`src/inc/wd_pkg.sv`:
```
// Shared constants and types for the reset and window watchdog block
package wd_pkg;

  // ---------------------------------------------------------------
  // Clock and timebase
  // ---------------------------------------------------------------
  localparam int CLK_PERIOD_NS     = 5;
  localparam int SAMPLE_PERIOD_NS  = 250_000;
  localparam int SAMPLE_CYCLES     = SAMPLE_PERIOD_NS / CLK_PERIOD_NS;
  localparam int SLOW_FACTOR       = 4;
  localparam int PRESCALE_W        = 20;

  // ---------------------------------------------------------------
  // Window and delay times, fast timing, counted in sample ticks
  // ---------------------------------------------------------------
  localparam int RESET_DELAY_MS    = 8;
  localparam int IGNORE_WINDOW_MS  = 32;
  localparam int OPEN_WINDOW_MS    = 32;
  localparam int CLOSED_WINDOW_MS  = 32;
  localparam int NS_PER_MS         = 1_000_000;
  localparam int TICK_W            = 8;
  localparam logic [TICK_W-1:0] RESET_DELAY_TICKS =
    TICK_W'(RESET_DELAY_MS * NS_PER_MS / SAMPLE_PERIOD_NS);
  localparam logic [TICK_W-1:0] IGNORE_TICKS =
    TICK_W'(IGNORE_WINDOW_MS * NS_PER_MS / SAMPLE_PERIOD_NS);
  localparam logic [TICK_W-1:0] OPEN_TICKS =
    TICK_W'(OPEN_WINDOW_MS * NS_PER_MS / SAMPLE_PERIOD_NS);
  localparam logic [TICK_W-1:0] CLOSED_TICKS =
    TICK_W'(CLOSED_WINDOW_MS * NS_PER_MS / SAMPLE_PERIOD_NS);

  // ---------------------------------------------------------------
  // Supply fail filter
  // ---------------------------------------------------------------
  localparam int REACTION_TIME_NS  = 10_000;
  localparam int REACT_W           = 12;
  localparam logic [REACT_W-1:0] REACTION_CYCLES =
    REACT_W'(REACTION_TIME_NS / CLK_PERIOD_NS);

  // ---------------------------------------------------------------
  // Trigger decode: oldest sample in the top bit
  // ---------------------------------------------------------------
  localparam int HIST_W = 4;
  localparam logic [HIST_W-1:0] TRIG_PATTERN = 4'hC;

  // ---------------------------------------------------------------
  // Types
  // ---------------------------------------------------------------
  typedef enum logic [6:0] {
    ST_WAIT_LOW    = 7'h01,
    ST_DELAY       = 7'h02,
    ST_CHECK_HIGH  = 7'h04,
    ST_IGNORE      = 7'h08,
    ST_OPEN        = 7'h10,
    ST_CLOSED      = 7'h20,
    ST_WD_OFF      = 7'h40
  } wd_state_e;

  // Supply comparator results, high when the output is at threshold
  typedef struct packed {
    logic low_supply_good;
    logic high_supply_good;
  } supply_status_s;

  // Decoded level of the timebase select pin
  typedef struct packed {
    logic wd_off;
    logic fast;
  } timebase_select_s;

  // Watchdog failure pulses
  typedef struct packed {
    logic premature;
    logic timeout;
  } wd_fault_s;

endpackage : wd_pkg

```
`src/design/reset_and_window_watchdog.sv`:
```
// Power-on reset sequencer and window watchdog of a dual regulator
//
// What this block does
// Low supply good: hold reset low for the reset delay, 8 ms fast.
// After delay, release reset only once high supply is also good.
// Supply below threshold longer than reaction time pulls reset low.
// Timebase is a divided clock; select pin picks fast or slow timing.
// Low level on timebase select disables the watchdog entirely.
// Reset rising starts a 32 ms ignore window; triggers are ignored.
// Open window follows; a valid trigger starts a closed window at once.
// Trigger inside the closed window is premature and forces reset.
// Closed window end reopens; no trigger in 32 ms forces reset.
// Trigger is two high then two low samples, 0.25 ms apart fast, 1 ms slow.
// Trigger whose last low sample lands in open window is correct.
// Closed window 32 ms fast; window and delay times four times longer when slow.
// After watchdog reset, hold reset for delay, restart at ignore.
module reset_and_window_watchdog
  import wd_pkg::*;
#(
  parameter int P_SAMPLE_CYCLES = wd_pkg::SAMPLE_CYCLES
)
(
  input  wire logic                     i_clk,
  input  wire logic                     i_resetn,
  input  wire wd_pkg::supply_status_s   i_supply,
  input  wire wd_pkg::timebase_select_s i_timebase_select,
  input  wire logic                     i_wd_trigger_in,
  output logic                          o_reset_out,
  output wd_pkg::wd_state_e             o_window_state,
  output wd_pkg::wd_fault_s             o_wd_fault,
  output logic                          o_power_fail
);

  // ---------------------------------------------------------------
  // Declarations
  // ---------------------------------------------------------------
  localparam int PIN_W = 5;

  logic [1:0]            rst_sync_reg;
  logic                  rst_n;
  logic [PIN_W-1:0]      pin_meta_reg;
  logic [PIN_W-1:0]      pin_sync_reg;
  logic                  low_good;
  logic                  high_good;
  logic                  tb_off;
  logic                  tb_fast;
  logic                  trig_level;
  logic [PRESCALE_W-1:0] prescale_reg;
  logic [PRESCALE_W-1:0] prescale_limit;
  logic                  tick_reg;
  logic [REACT_W-1:0]    low_bad_cnt_reg;
  logic [REACT_W-1:0]    high_bad_cnt_reg;
  logic                  low_fail_reg;
  logic                  high_fail_reg;
  logic                  trigger;
  wd_state_e             state_reg;
  logic [TICK_W-1:0]     win_cnt_reg;
  logic                  reset_out_reg;
  wd_fault_s             fault_reg;
  logic                  power_fail_reg;

  // ---------------------------------------------------------------
  // Helpers
  // ---------------------------------------------------------------
  // True on the tick that completes a window of the given length
  function automatic logic window_done(
    input logic              tick,
    input logic [TICK_W-1:0] cnt,
    input logic [TICK_W-1:0] len
  );
    window_done = tick && (cnt == len - 8'h01);
  endfunction : window_done

  // Step a bad-supply filter counter, saturating at the reaction time
  function automatic logic [REACT_W-1:0] filter_step(
    input logic               good,
    input logic [REACT_W-1:0] cnt
  );
    if (good) begin
      filter_step = 12'h000;
    end else if (cnt == REACTION_CYCLES) begin
      filter_step = cnt;
    end else begin
      filter_step = cnt + 12'h001;
    end
  endfunction : filter_step

  // ---------------------------------------------------------------
  // Reset release
  // ---------------------------------------------------------------
  // Assert at once, release two edges later in step with the clock
  always_ff @(posedge i_clk or negedge i_resetn) begin
    if (!i_resetn) begin
      rst_sync_reg <= 2'h0;
    end else begin
      rst_sync_reg <= {rst_sync_reg[0], 1'b1};
    end
  end

  assign rst_n = rst_sync_reg[1];

  // ---------------------------------------------------------------
  // Pin synchronisers
  // ---------------------------------------------------------------
  // All pins come from outside the clock; only the second stage is read
  always_ff @(posedge i_clk or negedge rst_n) begin
    if (!rst_n) begin
      pin_meta_reg <= 5'h00;
      pin_sync_reg <= 5'h00;
    end else begin
      pin_meta_reg <= {i_supply.low_supply_good,
                       i_supply.high_supply_good,
                       i_timebase_select.wd_off,
                       i_timebase_select.fast,
                       i_wd_trigger_in};
      pin_sync_reg <= pin_meta_reg;
    end
  end

  assign low_good   = pin_sync_reg[4];
  assign high_good  = pin_sync_reg[3];
  assign tb_off     = pin_sync_reg[2];
  assign tb_fast    = pin_sync_reg[1];
  assign trig_level = pin_sync_reg[0];

  // ---------------------------------------------------------------
  // Timebase prescaler
  // ---------------------------------------------------------------
  // Fast timing divides by the sample period, slow by four times that
  assign prescale_limit = tb_fast
    ? PRESCALE_W'(P_SAMPLE_CYCLES - 1)
    : PRESCALE_W'(P_SAMPLE_CYCLES * SLOW_FACTOR - 1);

  // Free running, so a window may start up to one tick early in phase
  always_ff @(posedge i_clk or negedge rst_n) begin
    if (!rst_n) begin
      prescale_reg <= 20'h00000;
      tick_reg     <= 1'b0;
    end else if (prescale_reg >= prescale_limit) begin
      prescale_reg <= 20'h00000;
      tick_reg     <= 1'b1;
    end else begin
      prescale_reg <= prescale_reg + 20'h00001;
      tick_reg     <= 1'b0;
    end
  end

  // ---------------------------------------------------------------
  // Supply fail filters
  // ---------------------------------------------------------------
  // Glitches shorter than the reaction time never reach the fail flag
  always_ff @(posedge i_clk or negedge rst_n) begin
    if (!rst_n) begin
      low_bad_cnt_reg  <= 12'h000;
      high_bad_cnt_reg <= 12'h000;
      low_fail_reg     <= 1'b1;
      high_fail_reg    <= 1'b1;
    end else begin
      low_bad_cnt_reg  <= filter_step(low_good, low_bad_cnt_reg);
      high_bad_cnt_reg <= filter_step(high_good, high_bad_cnt_reg);
      low_fail_reg     <= !low_good &&
                          (low_bad_cnt_reg == REACTION_CYCLES);
      high_fail_reg    <= !high_good &&
                          (high_bad_cnt_reg == REACTION_CYCLES);
    end
  end

  // ---------------------------------------------------------------
  // Trigger decode
  // ---------------------------------------------------------------
  trigger_sampler u_trigger_sampler (
    .i_clk           (i_clk),
    .i_rst_n         (rst_n),
    .i_sample_tick   (tick_reg),
    .i_trigger_level (trig_level),
    .o_trigger       (trigger)
  );

  // ---------------------------------------------------------------
  // Reset sequencer and window state machine
  // ---------------------------------------------------------------
  // Window changes happen on the tick cycle; the trigger pulse lands
  // one cycle later, so a sample taken on the closing tick counts as
  // the open window's first
  always_ff @(posedge i_clk or negedge rst_n) begin
    if (!rst_n) begin
      state_reg     <= ST_WAIT_LOW;
      win_cnt_reg   <= 8'h00;
      reset_out_reg <= 1'b0;
    end else begin
      case (state_reg)
        ST_WAIT_LOW: begin
          reset_out_reg <= 1'b0;
          win_cnt_reg   <= 8'h00;
          if (low_good) begin
            state_reg <= ST_DELAY;
          end
        end
        ST_DELAY: begin
          reset_out_reg <= 1'b0;
          if (low_fail_reg) begin
            state_reg <= ST_WAIT_LOW;
          end else if (window_done(tick_reg, win_cnt_reg,
                                   RESET_DELAY_TICKS)) begin
            state_reg   <= ST_CHECK_HIGH;
            win_cnt_reg <= 8'h00;
          end else if (tick_reg) begin
            win_cnt_reg <= win_cnt_reg + 8'h01;
          end
        end
        ST_CHECK_HIGH: begin
          win_cnt_reg <= 8'h00;
          if (low_fail_reg) begin
            state_reg <= ST_WAIT_LOW;
          end else if (high_good && low_good) begin
            reset_out_reg <= 1'b1;
            state_reg     <= tb_off ? ST_WD_OFF
                                    : ST_IGNORE;
          end
        end
        ST_IGNORE: begin
          if (low_fail_reg || high_fail_reg) begin
            reset_out_reg <= 1'b0;
            state_reg     <= ST_WAIT_LOW;
          end else if (tb_off) begin
            state_reg <= ST_WD_OFF;
          end else if (window_done(tick_reg, win_cnt_reg,
                                   IGNORE_TICKS)) begin
            state_reg   <= ST_OPEN;
            win_cnt_reg <= 8'h00;
          end else if (tick_reg) begin
            win_cnt_reg <= win_cnt_reg + 8'h01;
          end
        end
        ST_OPEN: begin
          if (low_fail_reg || high_fail_reg) begin
            reset_out_reg <= 1'b0;
            state_reg     <= ST_WAIT_LOW;
          end else if (tb_off) begin
            state_reg <= ST_WD_OFF;
          end else if (trigger) begin
            state_reg   <= ST_CLOSED;
            win_cnt_reg <= 8'h00;
          end else if (window_done(tick_reg, win_cnt_reg,
                                   OPEN_TICKS)) begin
            reset_out_reg <= 1'b0;
            state_reg     <= ST_DELAY;
            win_cnt_reg   <= 8'h00;
          end else if (tick_reg) begin
            win_cnt_reg <= win_cnt_reg + 8'h01;
          end
        end
        ST_CLOSED: begin
          if (low_fail_reg || high_fail_reg) begin
            reset_out_reg <= 1'b0;
            state_reg     <= ST_WAIT_LOW;
          end else if (tb_off) begin
            state_reg <= ST_WD_OFF;
          end else if (trigger) begin
            reset_out_reg <= 1'b0;
            state_reg     <= ST_DELAY;
            win_cnt_reg   <= 8'h00;
          end else if (window_done(tick_reg, win_cnt_reg,
                                   CLOSED_TICKS)) begin
            state_reg   <= ST_OPEN;
            win_cnt_reg <= 8'h00;
          end else if (tick_reg) begin
            win_cnt_reg <= win_cnt_reg + 8'h01;
          end
        end
        ST_WD_OFF: begin
          win_cnt_reg <= 8'h00;
          if (low_fail_reg || high_fail_reg) begin
            reset_out_reg <= 1'b0;
            state_reg     <= ST_WAIT_LOW;
          end else if (!tb_off) begin
            state_reg <= ST_IGNORE;
          end
        end
        default: begin
          reset_out_reg <= 1'b0;
          win_cnt_reg   <= 8'h00;
          state_reg     <= ST_WAIT_LOW;
        end
      endcase
    end
  end

  // ---------------------------------------------------------------
  // Status pulses
  // ---------------------------------------------------------------
  // Same conditions as the state machine, so a pulse marks each cause
  always_ff @(posedge i_clk or negedge rst_n) begin
    if (!rst_n) begin
      fault_reg      <= '0;
      power_fail_reg <= 1'b0;
    end else begin
      power_fail_reg <= reset_out_reg && (low_fail_reg || high_fail_reg);
      fault_reg.premature <= (state_reg == ST_CLOSED) && !tb_off &&
                             !low_fail_reg && !high_fail_reg &&
                             trigger;
      fault_reg.timeout   <= (state_reg == ST_OPEN) && !tb_off &&
                             !low_fail_reg && !high_fail_reg &&
                             !trigger &&
                             window_done(tick_reg, win_cnt_reg,
                                         OPEN_TICKS);
    end
  end

  // ---------------------------------------------------------------
  // Outputs
  // ---------------------------------------------------------------
  assign o_reset_out    = reset_out_reg;
  assign o_window_state = state_reg;
  assign o_wd_fault     = fault_reg;
  assign o_power_fail   = power_fail_reg;

endmodule : reset_and_window_watchdog

```
`src/design/trigger_sampler.sv`:
```
// Trigger input sampler and falling-edge pattern decoder
module trigger_sampler
  import wd_pkg::*;
(
  input  wire logic i_clk,
  input  wire logic i_rst_n,
  input  wire logic i_sample_tick,
  input  wire logic i_trigger_level,
  output logic      o_trigger
);

  // ---------------------------------------------------------------
  // Sample history
  // ---------------------------------------------------------------
  logic [HIST_W-1:0] hist_reg;
  logic [HIST_W-1:0] hist_next;
  logic              trigger_reg;

  // New history as it will stand after this tick
  assign hist_next = {hist_reg[HIST_W-2:0], i_trigger_level};

  // Shift one sample in per tick; starts all low like the idle pin, so
  // no false edge follows reset
  always_ff @(posedge i_clk or negedge i_rst_n) begin
    if (!i_rst_n) begin
      hist_reg <= 4'h0;
    end else if (i_sample_tick) begin
      hist_reg <= hist_next;
    end
  end

  // Pulse one cycle after the tick that takes the second low sample
  always_ff @(posedge i_clk or negedge i_rst_n) begin
    if (!i_rst_n) begin
      trigger_reg <= 1'b0;
    end else begin
      trigger_reg <= i_sample_tick && (hist_next == TRIG_PATTERN);
    end
  end

  assign o_trigger = trigger_reg;

endmodule : trigger_sampler

```
`config.mk`:
```
export PLATFORM = sky130hd
export DESIGN_NAME = reset_and_window_watchdog
export DESIGN_NICKNAME = d
export VERILOG_FILES = /design/src/inc/wd_pkg.sv /design/src/design/reset_and_window_watchdog.sv /design/src/design/trigger_sampler.sv
export SDC_FILE = /design/constraint.sdc
export NUM_CORES = 1
export LEC_CHECK = 0
export ABC_AREA = 1
export BUFFER_PORTS_ARGS = -buffer_cell sky130_fd_sc_hd__buf_2
export CAP_MARGIN = 20
export CORE_MARGIN = 2
export CORE_UTILIZATION = 60
export DETAILED_ROUTE_END_ITERATION = 8
export PLACE_DENSITY = 0.82
export SLEW_MARGIN = 20
export SYNTH_ARGS = -nofsm -noshare
export SYNTH_HDL_FRONTEND = slang
export SYNTH_SLANG_ARGS = --single-unit
```
`constraint.sdc`:
```
create_clock -name i_clk -period 5.3 [get_ports i_clk]
set_input_delay 0.53 -clock i_clk [delete_from_list [all_inputs] [get_ports i_clk]]
set_output_delay 0.53 -clock i_clk [all_outputs]
set_load 0.005 [all_outputs]
```
Word-level counts from Yosys, hierarchy flattened
Index checks and enable logic that the tools add are counted.
{ "word_totals": {"ff_bits": 82, "output_inout_bits": 11, "wordCells": 129} }
{ "op_classes": {"n_eq_ne": 32, "n_lt_le_gt_ge": 1, "reduce_logical": 28, "n_addsub": 4, "muxes": 47} }
{ "op_table": {"columns": ["cell", "count"], "rows": [
  ["7-bit 2-to-1 mux", 18],
  ["8-bit 2-to-1 mux", 9],
  ["7-bit one-hot mux with 7 select lines", 1],
  ["12-bit 2-to-1 mux", 4],
  ["12-bit by 1-bit adder with 12-bit output (second input constant)", 2],
  ["12-bit by 11-bit == test with 1-bit output (second input constant)", 2],
  ["8-bit one-hot mux with 3 select lines", 1],
  ["20-bit by 1-bit adder with 20-bit output (second input constant)", 1],
  ["20-bit by 18-bit >= comparator with 1-bit output", 1],
  ["20-bit 2-to-1 mux", 1],
  ["2-bit inequality test (second input constant)", 10],
  ["18-bit 2-to-1 mux", 1],
  ["3-bit inequality test (second input constant)", 6],
  ["1-bit logical AND", 16],
  ["1-bit 2-to-1 mux", 11],
  ["5-bit AND reduction", 2],
  ["8-bit by 1-bit adder with 8-bit output (second input constant)", 1],
  ["8-bit by 5-bit == test with 1-bit output (second input constant)", 1],
  ["8-bit by 7-bit == test with 1-bit output (second input constant)", 1],
  ["8-bit AND reduction", 1],
  ["7-bit by 1-bit == test with 1-bit output (second input constant)", 1],
  ["7-bit by 2-bit == test with 1-bit output (second input constant)", 1],
  ["7-bit by 3-bit == test with 1-bit output (second input constant)", 1],
  ["7-bit by 4-bit == test with 1-bit output (second input constant)", 1],
  ["other kinds (11)", 18]
]} }

Depth between registers and ports, before layout
Gate-level depths: netlist of the first run.
{ "depth": {"ltp_word": 7, "depth_mapped": 11, "ltp_nobuf": 11} }

Cells and area by module
Synthesis of the first run repeated with hierarchy kept, for this count alone.
{ "hier_totals": {"cells_unflattened": 575, "hier_area_um2": 4580.6} }
{ "by_module_without_submodules": {"columns": ["module", "cells_per_inst", "n_inst", "area_each_um2"], "rows": [
  ["reset_and_window_watchdog", 559, 1, 4430.5],
  ["trigger_sampler", 16, 1, 150.1]
]} }

Worst setup path after synthesis of the first run
OpenSTA, ideal clock, no wires.
{ "synth_path": {"kind": "register to register", "start": "register pin_sync_reg[1]", "end": "register prescale_reg[13]", "required_time_ns": 5.179, "t_arrival_ns": 1.591, "slack_ns": 3.588, "path_buffers": 1, "synth_period_minus_slack_ns": 1.712, "path_stages_with_launch": 9, "path_cell_list": "dfrtp_1 -> inv_1 -> ha_1 -> nand2_1 -> nor4_1 -> nand3_1 -> nand3_1 -> buf_2 -> nor2_1"} }
{ "synth_via": {"elab_chain_len": 3} }
{ "synth_lines": {"columns": ["element", "line", "rtl"], "rows": [
  ["start: declaration", "reset_and_window_watchdog.sv:42", "logic [PIN_W-1:0] pin_sync_reg;"],
  ["start signal: assignment", "reset_and_window_watchdog.sv:116", "pin_sync_reg <= pin_meta_reg;"],
  ["18-bit 2-to-1 mux", "reset_and_window_watchdog.sv:131", "? PRESCALE_W'(P_SAMPLE_CYCLES - 1)"],
  ["20-bit by 18-bit >= comparator with 1-bit output", "reset_and_window_watchdog.sv:139", "end else if (prescale_reg >= prescale_limit) begin"],
  ["20-bit 2-to-1 mux", "reset_and_window_watchdog.sv:139", null],
  ["end signal: assignment", "reset_and_window_watchdog.sv:143", "prescale_reg <= prescale_reg + 20'h00001;"],
  ["end: declaration", "reset_and_window_watchdog.sv:48", "logic [PRESCALE_W-1:0] prescale_reg;"]
]} }
No other way between the ends.
A chain may end at the register's enable or synchronous reset.

Worst setup path in the final report of the first run
{ "layout_path": {"start": "register pin_sync_reg[1]", "end": "register prescale_reg[18]"} }
The elaborated chain is that of the path after synthesis.

==> results.cfg, run 1 <==
[die]
die_area_um2 = 8118
initial_core_util_pct = 61.65
chipWidth_um = 90.10
core_area_um2 = 7214
chipHeight_um = 90.10
row_count = 31
ioPinCount = 18

[sta]
final_period_minus_worst_setup_slack_ns = 2.275
finalSetupTns_ns = 0
final_max_slew_viol_count = 0
timing.slew.headroom_pct = 52.79
post-route-period-util_pct = 42.92
worst_slew_pin_slew_ns = 0.7061
hold_violations = 0
rsz0062_at_grt = false
worst_clock_skew_ns = 0.01291
setup_viol = 0
whs_ns = 0.2713
fmax_mhz = 439.6

[route]
via_count = 3723
routed_wl_um = 9050
first_pass_drt_iterations = 5
ant_nets = 0
post_drt_wl_per_cell_um = 13.39
drt_iter0_drc = 184
route.detailed.vias_per_inst = 5.507
drcViolationCount = 0

[cts]
worstSkewPairLatency_ns = 0.36
post_cts_resized = 0
cts.sinks = 82
clockBufferDepth = 2
cts.clk_slew.worst_paths_ns = 0.08
cts.htree.levels = 3
cts_made_buffers = 9
clock_tree.root_cell = sky130_fd_sc_hd__clkbuf_8
cts_tree = done

[pwr]
largest_vdd_supply_drop_mv = 0.1839
pd_cells_nw_per_um2 = 307.5
leakage_nw = 2.402

[worst_setup_path]
delay_contributed_by_the_slowest_stage_of_the_critical_path_ns = 0.56
max_stage_delay_cell_worst_path = sky130_fd_sc_hd__nand3_1
cp_endpoint_kind = register
cp_startpoint = pin_sync_reg[1]$_DFF_PN0_
crit_path_max_fanout = 20
crit-reg2reg-launch = pin_sync_reg[1]$_DFF_PN0_
critPathMostFrequentCell = sky130_fd_sc_hd__nand3_1
worst_r2r_setup_slack_ns = 3.03
path_cells = inv_1 > ha_1 > nand2_1 > nor4_1 > nand3_1 > nand3_1 > nor2_1
crit_required_ns = 5.51
critPathArrivalTime_ns = 2.48
crit_path_start_kind = register
rr_endpoint = prescale_reg[18]$_DFF_PN0_
critPathKind = reg -> reg
r2r_cells = 7

[placement]
port_buffers = 17
place.gp.congestion = 0.9525
detailedPlacementHpwl_um = 6378

[finish]
largest_reg_flops = 20
drive_above_1_share_pct = 13.17
layout.nets = 595
areaGrowthSynthToFinish_pct = 10.49
ant_cells = 0

[synthesis]
mappedNetlistNets = 571
synth_seq_cells = 82
synth_flop_cell = sky130_fd_sc_hd__dfrtp_1
gate_count_after_technology_mapping = 548
synth_cell_type_count = 38
synth_enable_flop_cells = 0
fraction_of_registers_with_async_set_reset_pct = 100.0
synth_area_per_cell_um2 = 8.117
yosysSeqAreaShare_pct = 46.22
netlist_area_pre_place_um2 = 4448
yosysWarnings = 0

[worst_hold_path]
worst_hold_path_type = in -> reg
hp-start = i_timebase_select[0]
whs_endpoint = pin_meta_reg[1]$_DFF_PN0_
whs_path_depth = 1

[global_route]
grt.overflow.total = 0
grt_pass1_wl_um = 15970
grt_pass1_vias = 3726
grt.total_usage_pct = 23.92
antenna_found_initial = 0
pin_count_of_the_biggest_net_entering_global_routing = 81

[run_status]
status = finished clean

[run]
drv.max_cap_violation_count = 0
[where the power goes]
group          internal [mW]  switching [mW]
sequential             0.657          0.0322
combinational         0.0770           0.147
clock                  0.363           0.235
total                   1.10           0.415
[metal layers]
| layer | wire length, µm | vias up | track usage [%] | part of all wire [%] |
|---|---|---|---|---|
| li1 | - | 1833 | - | - |
| met1 | 3992 | 1758 | 30.56 | 44 |
| met2 | 4416 | 107 | 40.66 | 49 |
| met3 | 407 | 25 | 4.107 | 4.5 |
| met4 | 234 | 0 | 9.615 | 2.6 |
| met5 | 0 | - | 0 | 0 |
[worst max-delay path by stage]
stage	end	slack, ns	cells past startpoint
floorplan	high_bad_cnt_reg[0]$_DFFE_PN0N_	2.85	0
global placement	prescale_reg[18]$_DFF_PN0_	3.14	7
detailed placement	prescale_reg[18]$_DFF_PN0_	3.02	7
CTS	prescale_reg[18]$_DFF_PN0_	2.99	7
global route	prescale_reg[18]$_DFF_PN0_	2.69	7
finish	prescale_reg[18]$_DFF_PN0_	3.03	7
[cell type report]
class	instances	area, µm²
clock buffer	10	127.6
clock inverter	6	137.6
fill	598	2300
inverter	69	264.0
multi-input combinational	391	2087
sequential	82	2059
tap	99	123.9
timing repair buffer	19	115.1
[cell families after synthesis]
| group | after synthesis | share of synthesized area (%) |
|---|---|---|
| xor gates and xnor gates | 21 | 4.135 |
| adders and majority gates | 16 | 4.501 |
| DFF | 82 | 46.22 |
| and+or+nand+nor | 293 | 30.69 |
| other | 2 | 0.1688 |
| buffers and inverters | 75 | 6.864 |
| AOI/OAI and AO/OA | 59 | 7.426 |
[per-stage QoR]
stage | std cells | power (mW) | setup WS (ns) | utilization, % | instance area (µm²)
6_report | 676 | 1.511 | 3.025 | 68.12 | 4915
5_1_grt | 676 | 1.580 | 2.693 | 68.12 | 4915
3_3_place_gp | 658 | 0.9111 | 3.137 | 64.03 | 4619
4_1_cts | 675 | 1.517 | 2.989 | 67.85 | 4895
2_1_floorplan | 548 | 0.8592 | 2.852 | - | 4448
3_5_place_dp | 658 | 0.9220 | 3.015 | 64.03 | 4619
[critical path, delay by kind of cell (launching register included)]
kind	cells	cell delay, ns
and+or+nand+nor	5	1.17
DFF	1	0.49
adders and majority gates	1	0.32
buffers and inverters	1	0.15
[synthesized netlist by cell type, types with 3 or more instances]
master,n,area (µm²)
sky130_fd_sc_hd__nand4_1,17,106.4
sky130_fd_sc_hd__o21ai_1,4,20.02
sky130_fd_sc_hd__nand2_1,105,394.1
sky130_fd_sc_hd__nand3_1,49,245.2
sky130_fd_sc_hd__ha_1,16,200.2
sky130_fd_sc_hd__o21ai_2,3,26.28
sky130_fd_sc_hd__nand3_2,4,40.04
sky130_fd_sc_hd__nor2_4,3,33.78
sky130_fd_sc_hd__buf_2,3,15.01
sky130_fd_sc_hd__a21oi_1,19,95.09
sky130_fd_sc_hd__nor3_1,15,75.07
sky130_fd_sc_hd__nor4_1,4,25.02
sky130_fd_sc_hd__inv_1,60,225.2
sky130_fd_sc_hd__xnor2_1,4,35.03
sky130_fd_sc_hd__nand2_2,10,62.56
sky130_fd_sc_hd__inv_2,8,30.03
sky130_fd_sc_hd__o21ai_0,24,120.1
sky130_fd_sc_hd__dfrtp_1,79,1977
sky130_fd_sc_hd__dfstp_2,3,78.83
sky130_fd_sc_hd__nor2_1,73,274.0
sky130_fd_sc_hd__xor2_1,17,148.9
sky130_fd_sc_hd__nor2_2,7,43.79
[cells in the final DEF (no fill, tap or decap), types with 4 or more instances in the layout]
| master | count |
|---|---|
| sky130_fd_sc_hd__a21oi_1 | 19 |
| sky130_fd_sc_hd__buf_2 | 17 |
| sky130_fd_sc_hd__bufinv_16 | 4 |
| sky130_fd_sc_hd__clkbuf_8 | 9 |
| sky130_fd_sc_hd__dfrtp_1 | 78 |
| sky130_fd_sc_hd__ha_1 | 16 |
| sky130_fd_sc_hd__inv_1 | 60 |
| sky130_fd_sc_hd__inv_2 | 8 |
| sky130_fd_sc_hd__nand2_1 | 105 |
| sky130_fd_sc_hd__nand2_2 | 10 |
| sky130_fd_sc_hd__nand3_1 | 49 |
| sky130_fd_sc_hd__nand3_2 | 4 |
| sky130_fd_sc_hd__nand4_1 | 17 |
| sky130_fd_sc_hd__nor2_1 | 73 |
| sky130_fd_sc_hd__nor2_2 | 7 |
| sky130_fd_sc_hd__nor3_1 | 15 |
| sky130_fd_sc_hd__nor4_1 | 4 |
| sky130_fd_sc_hd__o21ai_0 | 24 |
| sky130_fd_sc_hd__o21ai_1 | 4 |
| sky130_fd_sc_hd__xnor2_1 | 4 |
| sky130_fd_sc_hd__xor2_1 | 17 |
[timing repair]
action                                 4_1_cts  5_1_grt
endpoints found under the hold margin        2        0
hold buffers                                 1        0
buffers inserted                             0        0
No activity file was read; power rests on OpenSTA's default activity.
==> inputs of run 2 (changes only) <==
--- a/config.mk
+++ b/config.mk
@@ -5,13 +5,13 @@
 export SDC_FILE = /design/constraint.sdc
 export NUM_CORES = 1
 export LEC_CHECK = 0
-export ABC_AREA = 1
+export ABC_AREA = 0
 export BUFFER_PORTS_ARGS = -buffer_cell sky130_fd_sc_hd__buf_2
 export CAP_MARGIN = 20
 export CORE_MARGIN = 2
-export CORE_UTILIZATION = 60
+export CORE_UTILIZATION = 55
 export DETAILED_ROUTE_END_ITERATION = 8
-export PLACE_DENSITY = 0.82
+export PLACE_DENSITY = 0.79
 export SLEW_MARGIN = 20
 export SYNTH_ARGS = -nofsm -noshare
 export SYNTH_HDL_FRONTEND = slang
==> constraint.sdc (replaced) <==
create_clock -name i_clk -period 2 [get_ports i_clk]
set_input_delay 0.2 -clock i_clk [delete_from_list [all_inputs] [get_ports i_clk]]
set_output_delay 0.2 -clock i_clk [all_outputs]
set_load 0.005 [all_outputs]
==> run 2 against run 1 <==
The run now ends with negative setup slack left. Sequential power grew to 2.6 times the previous value. Via count is 13% lower. Largest cell class is now flip-flops and latches. First-iteration DRC count is 25% lower. Critical path depth is 1 lower. Critical path type unchanged.
==> results.cfg, run 2 <==
[worst_setup_path]
cp_startpoint = o_window_state[2]$_DFFE_PN0P_
rr_endpoint = o_window_state[1]$_DFFE_PN0P_
cp_endpoint_kind = register
crit_required_ns = 2.21
r2r_cells = 6
crit-reg2reg-launch = o_window_state[2]$_DFFE_PN0P_
worst_r2r_setup_slack_ns = -0.05
crit_path_start_kind = register
crit_path_max_fanout = 4
critPathKind = reg -> reg
critPathArrivalTime_ns = 2.26

[sta]
worst_clock_skew_ns = 0.007545
hold_violations = 0
setup_viol = 4
final_max_slew_viol_count = 0
worst_slew_pin_slew_ns = 0.5475
layout_setup_ws_ns = -0.04595
timing.slew.headroom_pct = 63.50
rsz0062_at_grt = true
final_period_minus_worst_setup_slack_ns = 2.046
fmax_mhz = 488.8
post-route-period-util_pct = 102.3

[route]
via_count = 3226
drcViolationCount = 0
post_drt_wl_per_cell_um = 13.87
routed_wl_um = 8042
drt_iter0_drc = 138
route.detailed.vias_per_inst = 5.562
first_pass_drt_iterations = 4
ant_nets = 0

[global_route]
antenna_found_initial = 0
grtUsageMet3_pct = 3.673
gr-usage-met1_pct = 27.11
grt.total_usage_pct = 20.83
grt_use_met2_pct = 34.58
grt_pass1_wl_um = 14130
grt.overflow.total = 0
grt_pass1_vias = 3260
top_usage_layer_grt = met2
pin_count_of_the_biggest_net_entering_global_routing = 42

[die]
row_count = 31
ioPinCount = 18
die_area_um2 = 8259
chipWidth_um = 90.88
core_area_um2 = 7292
initial_core_util_pct = 56.93
chipHeight_um = 90.88

[synthesis]
synth_enable_flop_cells = 0
synth.largest_area_cell = sky130_fd_sc_hd__dfrtp_1
dominant_cell_by_count_in_the_synthesized_netlist = sky130_fd_sc_hd__dfrtp_1
yosysWarnings = 0
synth_compound_area_share_pct = 9.373
yosys.area_share.simple_pct = 22.30
fraction_of_registers_with_async_set_reset_pct = 100.0
synth_cell_type_count = 52
synth_largest_type_area_fraction_pct = 47.62
post_synth_xor_area_fraction_pct = 9.072
synth-adder-area-share_pct = 4.822
yosysSeqAreaShare_pct = 49.52
mappedNetlistNets = 449
netlist_area_pre_place_um2 = 4151
dominant_combinational_cell_family_by_area_after_synthesis = simple AND/OR/NAND/NOR gates
gate_count_after_technology_mapping = 426
synth_top_cells_by_count = 79 x sky130_fd_sc_hd__dfrtp_1, 63 x sky130_fd_sc_hd__nor2_1, 31 x sky130_fd_sc_hd__nand3_1, 30 x sky130_fd_sc_hd__xor2_1, 26 x sky130_fd_sc_hd__nand2_1
synth.area.mux_share_pct = 1.326
synth_area_per_cell_um2 = 9.745
synth_flop_cell = sky130_fd_sc_hd__dfrtp_1
synth_seq_cells = 82
yosys-top-cells-area = sky130_fd_sc_hd__dfrtp_1 48%, sky130_fd_sc_hd__xor2_1 6.3%, sky130_fd_sc_hd__nor2_1 5.7%, sky130_fd_sc_hd__ha_1 4.8%, sky130_fd_sc_hd__nand3_1 3.7%

[cts]
clock_tree.root_cell = sky130_fd_sc_hd__clkbuf_8
worstSkewPairLatency_ns = 0.34
cts_tree = done
clockBufferDepth = 2
cts.htree.levels = 3
cts_made_buffers = 9
cts.sinks = 82
cts.clk_slew.worst_paths_ns = 0.08

[run_status]
failed_checks = negative setup slack
status = finished with violations

[finish]
drive_above_1_share_pct = 18.71
layout.nets = 499
final_cell_mix = 78 x sky130_fd_sc_hd__dfrtp_1, 63 x sky130_fd_sc_hd__nor2_1, 31 x sky130_fd_sc_hd__nand3_1, 31 x sky130_fd_sc_hd__buf_4, 30 x sky130_fd_sc_hd__xor2_1
ant_cells = 0
final_cells = 580
areaGrowthSynthToFinish_pct = 17.03
most_common_library_cell_in_the_layout_ignoring_fill_and_taps = sky130_fd_sc_hd__dfrtp_1
largest_reg_flops = 20

[placement]
place.gp.congestion = 0.8931
detailedPlacementHpwl_um = 5796
port_buffers = 17
dpl_worst_slack_ns = -0.08514
place.detailed.instances = 557

[pwr]
leakage_nw = 2.260
pd_cells_nw_per_um2 = 754.6
largest_vdd_supply_drop_mv = 0.5877

[worst_hold_path]
worst_hold_path_type = in -> async

[run]
drv.max_cap_violation_count = 0
## run 2: cell count changes after synthesis, moves of 12 or more
cell / previous run / this run
sky130_fd_sc_hd__inv_1: 60 / 18
sky130_fd_sc_hd__nand4_1: 17 / 5
sky130_fd_sc_hd__nand2_1: 105 / 26
sky130_fd_sc_hd__xor2_1: 17 / 30
sky130_fd_sc_hd__and3_1: 1 / 15
sky130_fd_sc_hd__nand3_1: 49 / 31
## run 2: worst max-delay path by stage
stage,to,slack (ns),depth (start not counted)
floorplan,o_window_state[3]$_DFFE_PN0P_,-0.15,7
global placement,o_window_state[3]$_DFFE_PN0P_,-0.05,6
detailed placement,o_window_state[3]$_DFFE_PN0P_,-0.09,6
CTS,o_window_state[3]$_DFFE_PN0P_,-0.03,6
global route,o_window_state[1]$_DFFE_PN0P_,-0.11,6
finish,o_window_state[1]$_DFFE_PN0P_,-0.05,6
## run 2: critical path, stage by stage (launching register included)
cell and delay (ns):
sky130_fd_sc_hd__dfrtp_1 0.38, sky130_fd_sc_hd__or4_4 0.53, sky130_fd_sc_hd__or4_4 0.44, sky130_fd_sc_hd__o22a_1 0.21, sky130_fd_sc_hd__o211ai_2 0.11, sky130_fd_sc_hd__a41o_2 0.18
sky130_fd_sc_hd__o22ai_1 0.08
## run 2: metrics by stage
stage / area [µm²] / utilization [%] / setup TNS, ns / power, mW / hold WS [ns]
2_1_floorplan: 4156 / - / -0.6515 / 2.203 / -0.09559
3_3_place_gp: 4536 / 62.20 / -0.1274 / 2.402 / -0.01593
3_5_place_dp: 4536 / 62.20 / -0.2949 / 2.422 / -0.01399
4_1_cts: 4821 / 66.11 / -0.1079 / 3.677 / 0.1445
5_1_grt: 4858 / 66.63 / -0.4195 / 3.851 / 0.1674
6_report: 4858 / 66.63 / -0.1129 / 3.666 / 0.1610
## run 2: cell type report
cell class                      instances  area [µm²]
Timing Repair Buffer                   55       397.9
Fill cell                             588        2434
Sequential cell                        82        2059
Clock inverter                          5       60.06
Tap cell                               99       123.9
Multi-Input combinational cell        310        1998
Inverter                               18       67.56
Clock buffer                           11       151.4
## run 2: power by group
part,internal [mW],total [mW],switching [mW]
clock,0.652,1.23,0.582
sequential,1.73,1.80,0.0647
combinational,0.306,0.636,0.330
## run 2: repair_timing
action                     4_1_cts  5_1_grt
pin swaps                        4        2
buffers inserted                 1        0
resized for setup                2        9
hold buffers                     6        0
hold endpoints to repair         7        0
setup endpoints to repair        5       32
## run 2: per-layer routing
metal,vias up,share of wire (%)
li1,1571,-
met2,64,49
met5,-,0
met1,1574,45
met4,0,2.3
met3,17,3.3
## run 2: logic make-up (layout without fill, tap and decap cells)
logic type               Yosys count  count (layout)
AND/OR/NAND/NOR                  184             184
flip-flops                        82              82
AO/OA/AOI/OAI                     60              60
XOR/XNOR                          43              43
buffers and inverters             34              89
adder cells (fa/ha/maj)           16              16
multiplexers                       5               5
other                              2               2
==> inputs of run 3 (changes only) <==
--- a/config.mk
+++ b/config.mk
@@ -12,6 +12,7 @@
 export CORE_UTILIZATION = 55
 export DETAILED_ROUTE_END_ITERATION = 8
 export PLACE_DENSITY = 0.79
+export REMOVE_ABC_BUFFERS = 1
 export SLEW_MARGIN = 20
 export SYNTH_ARGS = -nofsm -noshare
 export SYNTH_HDL_FRONTEND = slang
==> run 3 against run 2 <==
The flow still finishes with violations (negative setup slack). Cell area up 0.88%. Global-route usage up 0.67 points. Non-clock buffer count is 2 higher. Critical path type unchanged. Critical endpoint is now o_window_state[3]$_DFFE_PN0P_.
==> results.cfg, run 3 (synthesis gave the netlist of run 2 again) <==
[finish]
largest_reg_flops = 20
fill_cells = 590
drive_above_1_share_pct = 20.99
final_cell_mix = 78 x sky130_fd_sc_hd__dfrtp_1, 60 x sky130_fd_sc_hd__nor2_1, 34 x sky130_fd_sc_hd__buf_4
multi_input_comb_area_um2 = 2072
areaGrowthSynthToFinish_pct = 18.05
area.sequential_um2 = 2059
most_common_library_cell_in_the_layout_ignoring_fill_and_taps = sky130_fd_sc_hd__dfrtp_1
layout.nets = 504
postLayoutCellArea_um2 = 4901
final_cells = 585
ant_cells = 0

[sta]
worst_clock_skew_ns = 0.01345
final_period_minus_worst_setup_slack_ns = 2.041
timing.slew.headroom_pct = 62.73
worst_slew_pin_slew_ns = 0.5566
final_max_slew_viol_count = 0
hold_violations = 0
rsz0062_at_grt = true
fmax_mhz = 489.9
setup_viol = 3
layout_setup_ws_ns = -0.04136
finalSetupTns_ns = -0.07770
post-route-period-util_pct = 102.1

[run]
drv.max_cap_violation_count = 0

[run_status]
status = finished with violations
failed_checks = negative setup slack

[route]
via_count = 3285
met3_wirelength_um = 343
post_drt_wl_per_cell_um = 14.83
met2_length_um = 4252
wirelength_met1_um = 3883
routed_wl_um = 8676
ant_nets = 0
drt_iter0_drc = 190
highest-signal-layer = met4
first_pass_drt_iterations = 4
route.detailed.vias_per_inst = 5.615
drcViolationCount = 0

[placement]
port_buffers = 17
detailedPlacementHpwl_um = 5869
place.detailed.instances = 557
place.gp.congestion = 0.9621
placed_standard_cell_area_um2 = 4523

[cts]
cts_tree = done
worstSkewPairLatency_ns = 0.35
clock_tree.root_cell = sky130_fd_sc_hd__clkbuf_8
cts.htree.levels = 3
cts_made_buffers = 9
clockBufferDepth = 2
cts.clk_slew.worst_paths_ns = 0.09
cts.sinks = 82

[pwr]
power_mw = 3.521
pd_cells_nw_per_um2 = 718.4
largest_vdd_supply_drop_mv = 0.5170
leakage_nw = 2.259

[worst_setup_path]
critPathKind = reg -> reg
delay_contributed_by_the_slowest_stage_of_the_critical_path_ns = 0.51
critPathMostFrequentCell = sky130_fd_sc_hd__or4_4
crit_required_ns = 2.22
path_cells = or4_4 > or4_4 > o22a_1 > o211ai_2 > a41o_2 > o22ai_1
crit_path_start_kind = register
crit_path_max_fanout = 4
crit_buf_inv = 0
max_stage_delay_cell_worst_path = sky130_fd_sc_hd__or4_4
cp_endpoint_kind = register
critical-path-top-delay-family = simple AND/OR/NAND/NOR gates
critPathArrivalTime_ns = 2.26

[worst_hold_path]
worst_hold_path_type = in -> async

[die]
core_area_um2 = 7292
die_area_um2 = 8259
initial_core_util_pct = 56.93
row_count = 31
chipHeight_um = 90.88
ioPinCount = 18
chipWidth_um = 90.88

[global_route]
grt.total_usage_pct = 21.51
grt.overflow.total = 0
pin_count_of_the_biggest_net_entering_global_routing = 43
grt_pass1_wl_um = 14400
grt_pass1_vias = 3215
antenna_found_initial = 0
[run 3: cell types whose count changed in the layout (fill, tap and decap cells not counted), sizes merged]
cell    previous run  this run
clkinv             1         4
bufinv             1         0
a31o               1         4
clkbuf            11        10
inv               20        19
buf               49        51
[run 3: report_power, final]
part,switching [mW],internal [mW],leakage [nW]
Clock,0.608,0.485,0.0924
Sequential,0.0663,1.73,1.09
Combinational,0.334,0.297,1.08
[run 3: path summary, 6_finish.rpt]
check | cells after the start | startpoint | slack, ns | end
min in group i_clk | 0 | rst_sync_reg[0]$_DFF_PN0_ | 0.36 | rst_sync_reg[1]$_DFF_PN0_
setup reg to reg | 6 | o_window_state[1]$_DFFE_PN0P_ | -0.04 | o_window_state[3]$_DFFE_PN0P_
max in group asynchronous | 1 | rst_sync_reg[1]$_DFF_PN0_ | 1.05 | high_fail_reg$_DFF_PN1_
hold reg to reg | 0 | rst_sync_reg[1]$_DFF_PN0_ | 0.31 | high_bad_cnt_reg[5]$_DFFE_PN0N_
hold / removal | 2 | i_resetn | 0.17 | rst_sync_reg[1]$_DFF_PN0_
setup / recovery | 6 | o_window_state[1]$_DFFE_PN0P_ | -0.04 | o_window_state[3]$_DFFE_PN0P_
[run 3: through the flow]
stage | utilization, % | setup slack [ns] | hold WS, ns
after global placement | 62.03 | -0.07419 | -0.01384
after floorplan | - | -0.4477 | -0.09559
after CTS | 65.39 | -0.05257 | 0.1500
after global routing | 67.21 | -0.07653 | 0.1717
final | 67.21 | -0.04136 | 0.1656
after detailed placement | 62.03 | -0.1529 | -0.01275
[run 3: what timing repair did]
item	CTS	global route
gates resized for setup	1	20
gates cloned	0	3
hold buffers	6	0
setup endpoints to repair	5	31
pin swaps	8	6
endpoints found under the hold margin	7	0
setup buffers	1	2
[run 3: worst reg2reg max path, stage by stage (launching register included)]
cell                       delay [ns]
sky130_fd_sc_hd__dfrtp_1         0.40
sky130_fd_sc_hd__or4_4           0.52
sky130_fd_sc_hd__or4_4           0.44
sky130_fd_sc_hd__o22a_1          0.20
sky130_fd_sc_hd__o211ai_2        0.11
sky130_fd_sc_hd__a41o_2          0.17
sky130_fd_sc_hd__o22ai_1         0.08
[run 3: final cells by class]
class                   count  share of cell area, %
inverters                  18                  1.379
repair buffers             57                  8.170
flip-flops and latches     82                  42.02
clock inverters             6                 0.8170
well taps                  99                  2.527
clock buffers              10                  2.808
multi-input cells         313                  42.28
[run 3: metal layers]
| layer | GRT usage, % | vias to the layer above |
|---|---|---|
| met2 | 35.32 | 80 |
| li1 | - | 1596 |
| met3 | 4.090 | 18 |
| met5 | 0 | - |
| met1 | 28.09 | 1591 |
| met4 | 9.091 | 0 |
